## config.mk

```make
export PLATFORM = sky130hd
export DESIGN_NAME = reset_sequencer
export DESIGN_NICKNAME = d
export VERILOG_FILES = /design/src/rtl/reset_seq_pkg.sv /design/src/rtl/cycle_if.sv /design/src/rtl/reset_sequencer.sv /design/src/rtl/cycle_divider.sv
export SDC_FILE = /design/constraint.sdc
export NUM_CORES = 1
export LEC_CHECK = 0
export BUFFER_PORTS_ARGS = -buffer_cell sky130_fd_sc_hd__buf_4
export CAP_MARGIN = 40
export CORE_UTILIZATION = 54
export DETAILED_ROUTE_END_ITERATION = 16
export GPL_TIMING_DRIVEN = 0
export PLACE_DENSITY = 0.8
export SLEW_MARGIN = 20
export SYNTH_ARGS = -nofsm -noshare
export SYNTH_HDL_FRONTEND = slang
export SYNTH_SLANG_ARGS = --single-unit
```

## constraint.sdc

```tcl
create_clock -name clock_i -period 2.95 [get_ports clock_i]
set_input_delay 0.4425 -clock clock_i [delete_from_list [all_inputs] [get_ports clock_i]]
set_output_delay 0.4425 -clock clock_i [all_outputs]
set_load 0.005 [all_outputs]
```

## src/rtl/reset_seq_pkg.sv

```systemverilog
// Constants and types shared by the reset sequencer and its divider
package reset_seq_pkg;

  localparam int          ADDR_W          = 10;
  localparam int          DATA_W          = 32;

  // Register indices; the byte address is four times the index
  localparam logic [7:0]  FLAGS_IDX       = 8'h86;
  localparam logic [7:0]  CTRL_IDX        = 8'h90;
  localparam logic [7:0]  STAT_IDX        = 8'h91;
  localparam logic [9:0]  FLAGS_ADDR      = {FLAGS_IDX, 2'b00};
  localparam logic [9:0]  CTRL_ADDR       = {CTRL_IDX, 2'b00};
  localparam logic [9:0]  STAT_ADDR       = {STAT_IDX, 2'b00};

  // Flag and control register layout
  localparam int          CAUSE_LSB       = 6;
  localparam int          LOW_VOLT_HIGH_FLAG_BIT       = 5;
  localparam int          LOW_VOLT_MID_FLAG_BIT       = 4;
  localparam logic [2:0]  ALU_RESET       = 3'h0;
  localparam int          WDT_CLR_BIT     = 0;

  // Reset cause codes in bits 7:6
  localparam logic [1:0]  CAUSE_WDT       = 2'h0;
  localparam logic [1:0]  CAUSE_POWER     = 2'h2;
  localparam logic [1:0]  CAUSE_PIN       = 2'h3;

  // Option strap layout
  localparam int          OPT_W           = 8;
  localparam int          OPT_WDT_LSB     = 6;
  localparam int          OPT_FCPU_LSB    = 4;
  localparam int          OPT_PIN_BIT     = 3;
  localparam int          OPT_SEC_BIT     = 2;
  localparam int          OPT_LVD_LSB     = 0;
  localparam logic [7:0]  OPT_RESET       = 8'h00;

  localparam logic [1:0]  WDT_ALWAYS      = 2'h0;
  localparam logic [1:0]  WDT_ENABLE      = 2'h1;
  localparam logic [1:0]  WDT_DISABLE     = 2'h2;
  localparam logic        PIN_AS_RESET    = 1'b0;
  localparam logic        PIN_AS_INPUT    = 1'b1;
  localparam logic [1:0]  LVD_LOW         = 2'h0;
  localparam logic [1:0]  LVD_MID         = 2'h1;
  localparam logic [1:0]  LVD_HIGH        = 2'h2;
  localparam logic [1:0]  LVD_TOP         = 2'h3;

  // Cycle counts and synchroniser width
  localparam logic [15:0] WARMUP_DEFAULT  = 16'h0800;
  localparam logic [15:0] WDT_DEFAULT     = 16'h0fa0;
  localparam logic [1:0]  SLOW_LAST       = 2'h3;
  localparam int          SYNC_W          = 13;

  typedef enum logic [2:0] {
    ST_POWER_WAIT,
    ST_PIN_CHECK,
    ST_INIT,
    ST_WARMUP,
    ST_RUN
  } seq_state_t;

endpackage

```

## src/rtl/cycle_if.sv

```systemverilog
// Link between the sequencer and the instruction-cycle divider
`timescale 1ns/10ps
`default_nettype none
interface cycle_if;
  logic [1:0] fcpu_sel;
  logic       slow_mode;
  logic       lo_rise;
  logic       run;
  logic       cycle_en;
  modport div (input fcpu_sel, slow_mode, lo_rise, run, output cycle_en);
  modport ctl (output fcpu_sel, slow_mode, lo_rise, run, input cycle_en);
endinterface
`default_nettype wire

```

## src/rtl/reset_sequencer.sv

```systemverilog
// Reset sequencer with option straps, reset cause and watchdog
// Summary of operation
// - Watchdog option: always, halt in low power, off
// - Fast instruction cycle is 2/4/8/16 clocks
// - Slow mode cycle is low RC divided by four
// - Enabled reset pin low level resets system
// - Input option: no pull-up, pin reset disabled
// - Security option blocks full ROM read-out
// - Brownout threshold follows the level option
// - Indicator flags enabled per option, read-only
// - Any reset clears state, restarts at zero
// - Cause code 00 watchdog, 10 power, 11 pin
// - Power-up: stable, pin check, init, warm-up, run
// - Watchdog reset skips the pin check
// - After watchdog reset resume normal mode
// - Pin reset is level, low holds reset
// - Every brownout reset clears indicator flags
// - Indicator reads one at or below threshold
//
// Implementation choice: register access over Avalon-MM.
`timescale 1ns/10ps
`default_nettype none
module reset_sequencer #(
  parameter logic [15:0] WARMUP_CYCLES = reset_seq_pkg::WARMUP_DEFAULT,
  parameter logic [15:0] WDT_CYCLES    = reset_seq_pkg::WDT_DEFAULT
) (
  input  wire logic                             clock_i,
  input  wire logic                             rst_n_i,
  input  wire logic [reset_seq_pkg::ADDR_W-1:0] address_i,
  input  wire logic                             read_i,
  input  wire logic                             write_i,
  input  wire logic [reset_seq_pkg::DATA_W-1:0] writedata_i,
  input  wire logic [3:0]                       byteenable_i,
  output logic [reset_seq_pkg::DATA_W-1:0]      readdata_o,
  output logic                                  waitrequest_o,
  input  wire logic                             reset_pin_i,
  input  wire logic                             supply_ok_i,
  input  wire logic                             below_24_i,
  input  wire logic                             below_36_i,
  input  wire logic                             lo_osc_i,
  input  wire logic [1:0]                       wdt_opt_i,
  input  wire logic [1:0]                       fcpu_opt_i,
  input  wire logic                             pin_opt_i,
  input  wire logic                             security_opt_i,
  input  wire logic [1:0]                       lvd_opt_i,
  input  wire logic                             powerdown_i,
  input  wire logic                             green_i,
  input  wire logic                             slow_mode_i,
  output logic                                  core_reset_n_o,
  output logic                                  cycle_en_o,
  output logic                                  mode_clear_o,
  output logic                                  pullup_en_o,
  output logic                                  general_input_pin_o,
  output logic                                  rom_dump_block_o,
  output logic                                  wdt_overflow_o
);
  import reset_seq_pkg::*;

  logic [SYNC_W-1:0] sync1_q;
  logic [SYNC_W-1:0] sync2_q;
  logic              lo_prev_q;
  logic              pin_s;
  logic              ok_s;
  logic              b24_s;
  logic              b36_s;
  logic [OPT_W-1:0]  strap_s;

  // Two-stage synchroniser for every asynchronous level
  always_ff @(posedge clock_i or negedge rst_n_i) begin
    if (!rst_n_i) begin
      sync1_q   <= '0;
      sync2_q   <= '0;
      lo_prev_q <= 1'b0;
    end else begin
      sync1_q   <= {reset_pin_i, supply_ok_i, below_24_i, below_36_i,
                    lo_osc_i, wdt_opt_i, fcpu_opt_i, pin_opt_i,
                    security_opt_i, lvd_opt_i};
      sync2_q   <= sync1_q;
      lo_prev_q <= sync2_q[8];
    end
  end

  assign pin_s   = sync2_q[12];
  assign ok_s    = sync2_q[11];
  assign b24_s   = sync2_q[10];
  assign b36_s   = sync2_q[9];
  assign strap_s = sync2_q[7:0];

  cycle_if cyc ();

  cycle_divider u_div (
    .clock_i (clock_i),
    .rst_n_i (rst_n_i),
    .cyc     (cyc)
  );

  seq_state_t       state_q;
  seq_state_t       state_d;
  logic [1:0]       cause_q;
  logic [1:0]       cause_d;
  logic [2:0]       alu_q;
  logic [2:0]       alu_d;
  logic             low_volt_mid_flag_q;
  logic             low_volt_mid_flag_d;
  logic             low_volt_high_flag_q;
  logic             low_volt_high_flag_d;
  logic [15:0]      warm_cnt_q;
  logic [15:0]      warm_cnt_d;
  logic [15:0]      wdt_cnt_q;
  logic [15:0]      wdt_cnt_d;
  logic [OPT_W-1:0] opt_q;
  logic [OPT_W-1:0] opt_d;
  logic             wdt_ovf_q;
  logic             wdt_ovf_d;
  logic             core_rst_n_q;
  logic             mode_clr_q;
  logic             pullup_q;
  logic             gpin_q;
  logic             rom_q;
  logic             wait_q;
  logic             wait_d;
  logic [31:0]      rdata_q;
  logic [31:0]      rdata_d;
  logic             lvd_trip;
  logic             pin_low;
  logic             wdt_run;
  logic             wdt_fire;
  logic             wr_take;
  logic             flags_wr;
  logic             wdt_clr;

  // Brownout trip for the chosen level
  function automatic logic lvd_trips(input logic [1:0] lvl,
                                     input logic ok, input logic b24,
                                     input logic b36);
    unique case (lvl)
      LVD_HIGH: lvd_trips = !ok || b24;
      LVD_TOP:  lvd_trips = !ok || b24 || b36;
      default:  lvd_trips = !ok;
    endcase
  endfunction

  assign lvd_trip = lvd_trips(opt_q[OPT_LVD_LSB +: 2], ok_s, b24_s,
                              b36_s);
  // Input option removes the pin from the reset path entirely
  assign pin_low  = (opt_q[OPT_PIN_BIT] == PIN_AS_RESET) && !pin_s;
  // Enable mode halts the count in power-down and green modes
  assign wdt_run  = (opt_q[OPT_WDT_LSB +: 2] == WDT_ALWAYS) ||
                    ((opt_q[OPT_WDT_LSB +: 2] == WDT_ENABLE) &&
                     !powerdown_i && !green_i);
  assign wdt_fire = wdt_run && (wdt_cnt_q == WDT_CYCLES - 16'h0001);
  assign wr_take  = write_i && !wait_q;
  assign flags_wr = wr_take && (address_i == FLAGS_ADDR) &&
                    byteenable_i[0];
  // Software must clear the count before it expires
  assign wdt_clr  = wr_take && (address_i == CTRL_ADDR) &&
                    byteenable_i[0] && writedata_i[WDT_CLR_BIT];

  always_comb begin
    state_d    = state_q;
    cause_d    = cause_q;
    alu_d      = alu_q;
    low_volt_mid_flag_d    = low_volt_mid_flag_q;
    low_volt_high_flag_d    = low_volt_high_flag_q;
    warm_cnt_d = warm_cnt_q;
    wdt_cnt_d  = wdt_cnt_q;
    opt_d      = opt_q;
    wdt_ovf_d  = 1'b0;
    unique case (state_q)
      ST_POWER_WAIT: begin
        // Straps are taken only while the supply settles
        opt_d   = strap_s;
        cause_d = CAUSE_POWER;
        low_volt_mid_flag_d = 1'b0;
        low_volt_high_flag_d = 1'b0;
        if (!lvd_trips(strap_s[OPT_LVD_LSB +: 2], ok_s, b24_s, b36_s)) begin
          state_d = (strap_s[OPT_PIN_BIT] == PIN_AS_RESET) ?
                    ST_PIN_CHECK : ST_INIT;
        end
      end
      ST_PIN_CHECK: begin
        if (lvd_trip) begin
          state_d = ST_POWER_WAIT;
          cause_d = CAUSE_POWER;
          {low_volt_mid_flag_d, low_volt_high_flag_d} = 2'b00;
        end else if (pin_s) begin
          state_d = ST_INIT;
        end
      end
      ST_INIT: begin
        alu_d      = ALU_RESET;
        warm_cnt_d = 16'h0000;
        wdt_cnt_d  = 16'h0000;
        state_d    = ST_WARMUP;
      end
      ST_WARMUP: begin
        if (lvd_trip) begin
          state_d = ST_POWER_WAIT;
          cause_d = CAUSE_POWER;
          {low_volt_mid_flag_d, low_volt_high_flag_d} = 2'b00;
        end else if (pin_low) begin
          state_d = ST_PIN_CHECK;
          cause_d = CAUSE_PIN;
        end else if (warm_cnt_q >= WARMUP_CYCLES - 16'h0001) begin
          state_d = ST_RUN;
        end else begin
          warm_cnt_d = warm_cnt_q + 16'h0001;
        end
      end
      ST_RUN: begin
        if (lvd_trip) begin
          state_d = ST_POWER_WAIT;
          cause_d = CAUSE_POWER;
          low_volt_mid_flag_d = 1'b0;
          low_volt_high_flag_d = 1'b0;
        end else if (pin_low) begin
          state_d = ST_PIN_CHECK;
          cause_d = CAUSE_PIN;
        end else if (wdt_fire) begin
          state_d   = ST_INIT;
          cause_d   = CAUSE_WDT;
          wdt_ovf_d = 1'b1;
        end else begin
          low_volt_mid_flag_d = b24_s && ((opt_q[OPT_LVD_LSB +: 2] == LVD_MID) ||
                    (opt_q[OPT_LVD_LSB +: 2] == LVD_HIGH));
          low_volt_high_flag_d = b36_s &&
                    (opt_q[OPT_LVD_LSB +: 2] == LVD_HIGH);
          if (wdt_clr) begin
            wdt_cnt_d = 16'h0000;
          end else if (wdt_run) begin
            wdt_cnt_d = wdt_cnt_q + 16'h0001;
          end
          if (flags_wr) begin
            cause_d = writedata_i[CAUSE_LSB +: 2];
            alu_d   = writedata_i[2:0];
          end
        end
      end
    endcase
  end

  always_ff @(posedge clock_i or negedge rst_n_i) begin
    if (!rst_n_i) begin
      state_q      <= ST_POWER_WAIT;
      cause_q      <= CAUSE_POWER;
      alu_q        <= ALU_RESET;
      low_volt_mid_flag_q      <= 1'b0;
      low_volt_high_flag_q      <= 1'b0;
      warm_cnt_q   <= 16'h0000;
      wdt_cnt_q    <= 16'h0000;
      opt_q        <= OPT_RESET;
      wdt_ovf_q    <= 1'b0;
      core_rst_n_q <= 1'b0;
      mode_clr_q   <= 1'b1;
      pullup_q     <= 1'b0;
      gpin_q       <= 1'b0;
      rom_q        <= 1'b1;
    end else begin
      state_q      <= state_d;
      cause_q      <= cause_d;
      alu_q        <= alu_d;
      low_volt_mid_flag_q      <= low_volt_mid_flag_d;
      low_volt_high_flag_q      <= low_volt_high_flag_d;
      warm_cnt_q   <= warm_cnt_d;
      wdt_cnt_q    <= wdt_cnt_d;
      opt_q        <= opt_d;
      wdt_ovf_q    <= wdt_ovf_d;
      core_rst_n_q <= (state_d == ST_RUN);
      mode_clr_q   <= (state_d != ST_RUN);
      pullup_q     <= (opt_d[OPT_PIN_BIT] == PIN_AS_RESET);
      gpin_q       <= (opt_d[OPT_PIN_BIT] == PIN_AS_INPUT) && pin_s;
      rom_q        <= opt_d[OPT_SEC_BIT];
    end
  end

  assign cyc.fcpu_sel  = opt_q[OPT_FCPU_LSB +: 2];
  assign cyc.slow_mode = slow_mode_i;
  assign cyc.lo_rise   = sync2_q[8] && !lo_prev_q;
  assign cyc.run       = core_rst_n_q;

  // One wait state: data registered on the first cycle of a request
  always_comb begin
    wait_d  = 1'b1;
    rdata_d = rdata_q;
    if ((read_i || write_i) && wait_q) begin
      wait_d  = 1'b0;
      rdata_d = 32'h0000_0000;
      unique case (address_i)
        FLAGS_ADDR: rdata_d = {24'h00_0000, cause_q, low_volt_high_flag_q, low_volt_mid_flag_q,
                               1'b0, alu_q};
        STAT_ADDR:  rdata_d = {21'h00_0000, 3'(state_q), opt_q};
        default:    rdata_d = 32'h0000_0000;
      endcase
    end
  end

  always_ff @(posedge clock_i or negedge rst_n_i) begin
    if (!rst_n_i) begin
      wait_q  <= 1'b1;
      rdata_q <= 32'h0000_0000;
    end else begin
      wait_q  <= wait_d;
      rdata_q <= rdata_d;
    end
  end

  assign readdata_o          = rdata_q;
  assign waitrequest_o       = wait_q;
  assign core_reset_n_o      = core_rst_n_q;
  assign cycle_en_o          = cyc.cycle_en;
  assign mode_clear_o        = mode_clr_q;
  assign pullup_en_o         = pullup_q;
  assign general_input_pin_o = gpin_q;
  assign rom_dump_block_o    = rom_q;
  assign wdt_overflow_o      = wdt_ovf_q;
endmodule
`default_nettype wire

```

## src/rtl/cycle_divider.sv

```systemverilog
// Instruction-cycle enable divider, fast and slow clock modes
`timescale 1ns/10ps
`default_nettype none
module cycle_divider (
  input  wire logic clock_i,
  input  wire logic rst_n_i,
  cycle_if.div      cyc
);
  import reset_seq_pkg::*;

  logic [3:0] hi_cnt_q;
  logic [3:0] hi_cnt_d;
  logic [1:0] lo_cnt_q;
  logic [1:0] lo_cnt_d;
  logic       en_q;
  logic       en_d;
  logic [3:0] hi_last;

  // Period is 2, 4, 8 or 16 fast clocks
  assign hi_last = 4'((5'h02 << cyc.fcpu_sel) - 5'h01);

  always_comb begin
    hi_cnt_d = hi_cnt_q;
    lo_cnt_d = lo_cnt_q;
    en_d     = 1'b0;
    if (!cyc.run) begin
      hi_cnt_d = 4'h0;
      lo_cnt_d = 2'h0;
    end else if (cyc.slow_mode) begin
      // Slow rate ignores the rate option
      hi_cnt_d = 4'h0;
      if (cyc.lo_rise) begin
        if (lo_cnt_q == SLOW_LAST) begin
          lo_cnt_d = 2'h0;
          en_d     = 1'b1;
        end else begin
          lo_cnt_d = lo_cnt_q + 2'h1;
        end
      end
    end else begin
      lo_cnt_d = 2'h0;
      if (hi_cnt_q >= hi_last) begin
        hi_cnt_d = 4'h0;
        en_d     = 1'b1;
      end else begin
        hi_cnt_d = hi_cnt_q + 4'h1;
      end
    end
  end

  always_ff @(posedge clock_i or negedge rst_n_i) begin
    if (!rst_n_i) begin
      hi_cnt_q <= 4'h0;
      lo_cnt_q <= 2'h0;
      en_q     <= 1'b0;
    end else begin
      hi_cnt_q <= hi_cnt_d;
      lo_cnt_q <= lo_cnt_d;
      en_q     <= en_d;
    end
  end

  assign cyc.cycle_en = en_q;
endmodule
`default_nettype wire

```

==> flow_summary.ini <==
[outcome]
outcome = finished clean

[power]
power_frac_comb = 0.252
powerDensity_nw_per_um2 = 612.6
clockPowerShare = 0.266
ir_drop_v = 0.0004105
power.switching_w = 0.001075
p_leak_nw = 2.570
seqPwrFrac = 0.482
p_int_w = 0.002289
swShare = 0.3196

[synth]
dominantRegCellSynth = dfrtp_1
ys_top_cells_by_area = dfrtp_1, nand2_1, o21ai_0
synth_edf_count = 0
ys_seq_area_frac = 0.5520
avgSynthCellArea_sq_um = 10.32
ys_ff_latch = 102
synth_top_area_share = 0.5293
yosys_warnings = 0
synth_top_area_cell = dfrtp_1
yosysMostFrequentCell = dfrtp_1
synth_cell_type_count = 53
synth_async_sr_flop_share = 1.000
syn_area_sq_um = 4633
synthTopCellsByCount = dfrtp_1, nand2_1, nor2_1, o21ai_0
synth_cells = 449

[cts]
cts_sinks = 102
postCtsSetupRepairBufs = 0
clock-root-buffer = clkbuf_8
clock_path_buffers = 2
cts_hold_buf = 1
cts_tree = yes
cts.clk_slew.worst_paths_ps = 100
cts.htree.levels = 3
post_cts_resized = 0
clkLatencyLatePin_ps = 380
cts_buffers = 9

[floorplan]
die_area_sq_um = 8955
die_h_microns = 94.63
initial_utilization = 0.5611
core_region_area_sq_um = 8258
chipWidth_microns = 94.63
row_count = 33
io_pins = 106

[finish]
final_layout_size_suffix_gt1_frac = 0.2200
antenna_cells = 0
area_growth_pct = 18.53
layout.cells.non_filler = 646
nets = 611
nFillCells = 636

[global_routing]
grt_max_degree = 67
globalRouteMet3Util = 0.04911
grt_remaining_overflow = 0
grt_pass1_vias = 3442
grt_usage = 0.2312
grtUsageMet2 = 0.3975
antenna_found_initial = 0
grt_pass1_wl_mm = 15.67
use_met1 = 0.2854
grt-busiest-layer = met2

[sta]
tns_ps = 0
fin_skew_ps = 16.53
min_period_ps = 2394
relSlewSlack = 0.5854
slew_violations = 0
worst_pin_slew_ps = 615.4
setup_ws_ps = 555.8
period_share = 0.8116
finalSetupViolCount = 0
max_freq_mhz = 417.7
finalHoldViolCount = 0
rsz0062_at_grt = no

[detailed_routing]
vias = 3575
wirelength_mm = 9.568
drc_errors = 0
first_pass_iters = 5
drt_iter0_drc = 258
wl_per_cell_microns = 14.81
via_per_inst = 5.534
final_antenna_net_count = 0

[placed_design]
io_buffers = 54
placedCellCount = 629
hpwl_mm = 6.954
place_ws_ps = 573.8
place.gp.congestion = 0.8674

[worst_setup_path]
worst_setup_path_start_kind = flip-flop
critPathMaxFanout = 8
cp.required_ps = 3250
criticalPathCategory = reg2reg
cp.arrival_ps = 2700
critPathCaptureType = flip-flop

[worst_hold_path]
hold_class = in2reg

[job]
drv_cap = 0
[stage by stage]
step | hold WS, ps | area (sq um) | util | power, W
6_report | 163.0 | 5492 | 0.6650 | 0.003364
5_1_grt | 144.3 | 5492 | 0.6650 | 0.003557
4_1_cts | 156.8 | 5492 | 0.6650 | 0.003377
3_5_place_dp | 334.7 | 5276 | 0.6389 | 0.002487
3_3_place_gp | 335.1 | 5245 | 0.6352 | 0.002460
2_1_floorplan | 146.9 | 4708 | - | 0.002203
[final cells by class]
type	instances	area [sq um]	area share
Buffer	38	244.0	0.04443
Sequential cell	102	2557	0.4657
Multi-Input combinational cell	312	1843	0.3356
Timing Repair Buffer	56	446.7	0.08134
Inverter	17	63.81	0.01162
Clock inverter	6	67.56	0.01230
Clock buffer	10	137.6	0.02506
Tap cell	105	131.4	0.02392
[state kept, by name, summed over array words and instances (netlist names), 2 cells and up]
name            count
sync2_q            13
opt_q               8
wdt_cnt_q          16
state_q             3
u_div.lo_cnt_q      2
warm_cnt_q         16
cause_q             2
readdata_o         11
alu_q               3
u_div.hi_cnt_q      4
sync1_q            13
[power by group through the flow]
stage                     Clock, W  Combinational, W  Sequential, W
final                     0.000895          0.000848        0.00162
after floorplan                  0          0.000584        0.00162
after detailed placement         0          0.000839        0.00165
after global placement           0          0.000815        0.00165
after global routing      0.000970          0.000951        0.00164
after CTS                 0.000913          0.000844        0.00162
[cell families (layout without fill, tap and decap cells)]
kind of cell,Yosys count,after routing,synth area share
muxes,13,13,0.02998
DFF,102,102,0.5520
AOI/OAI and AO/OA,93,93,0.1210
and+or+nand+nor,166,166,0.1866
adders and majority gates,9,9,0.02431
xor gates and xnor gates,10,10,0.01890
buffers and inverters,55,127,0.06643
other,1,21,0.0008094
[worst max-delay path: stages (launching register included)]
cell and delay, ps:
dfrtp_1 410, ha_1 200, nand3_1 130, nor2_2 330, nand3_1 320, a31o_1 350
or4_1 510, nand2_1 90
[routing by layer]
metal / up-vias / part of all wire / routed length [microns]
met5: - / 0 / 0
met4: 0 / 0.015 / 142
met2: 100 / 0.51 / 4900
li1: 1715 / - / -
met3: 17 / 0.051 / 490
met1: 1743 / 0.42 / 4034
[layout by cell type (no fill, tap or decap), types with 5 or more instances in the layout]
cell	count
inv_1	17
nand2_1	52
conb_1	21
mux2i_1	6
xor2_1	6
buf_4	74
a22oi_1	7
ha_1	9
buf_2	5
a21oi_1	21
clkbuf_1	9
nand4_1	8
nand3_1	15
nor2b_1	5
o21ai_0	35
clkbuf_8	10
dfrtp_1	98
nor2_1	35
and4_1	6
mux2_2	7
or3_1	10
[path summary, 6_finish.rpt]
path	startpoint	to	cells after the start	slack, ps
max	wdt_cnt_q[0]$_DFFE_PN0P_	wdt_cnt_q[10]$_DFFE_PN0P_	7	560
min	pin_opt_i	sync1_q[3]$_DFF_PN0_	1	160
max reg2reg	wdt_cnt_q[0]$_DFFE_PN0P_	wdt_cnt_q[10]$_DFFE_PN0P_	7	560
min reg2reg	sync1_q[7]$_DFF_PN0_	sync2_q[7]$_DFF_PN0_	0	350
max in group asynchronous	rst_n_i	cause_q[1]$_DFFE_PN1P_	3	1770
min in group asynchronous	rst_n_i	u_div.lo_cnt_q[0]$_DFFE_PN0P_	2	520
Power figures use the tool's default switching activity.
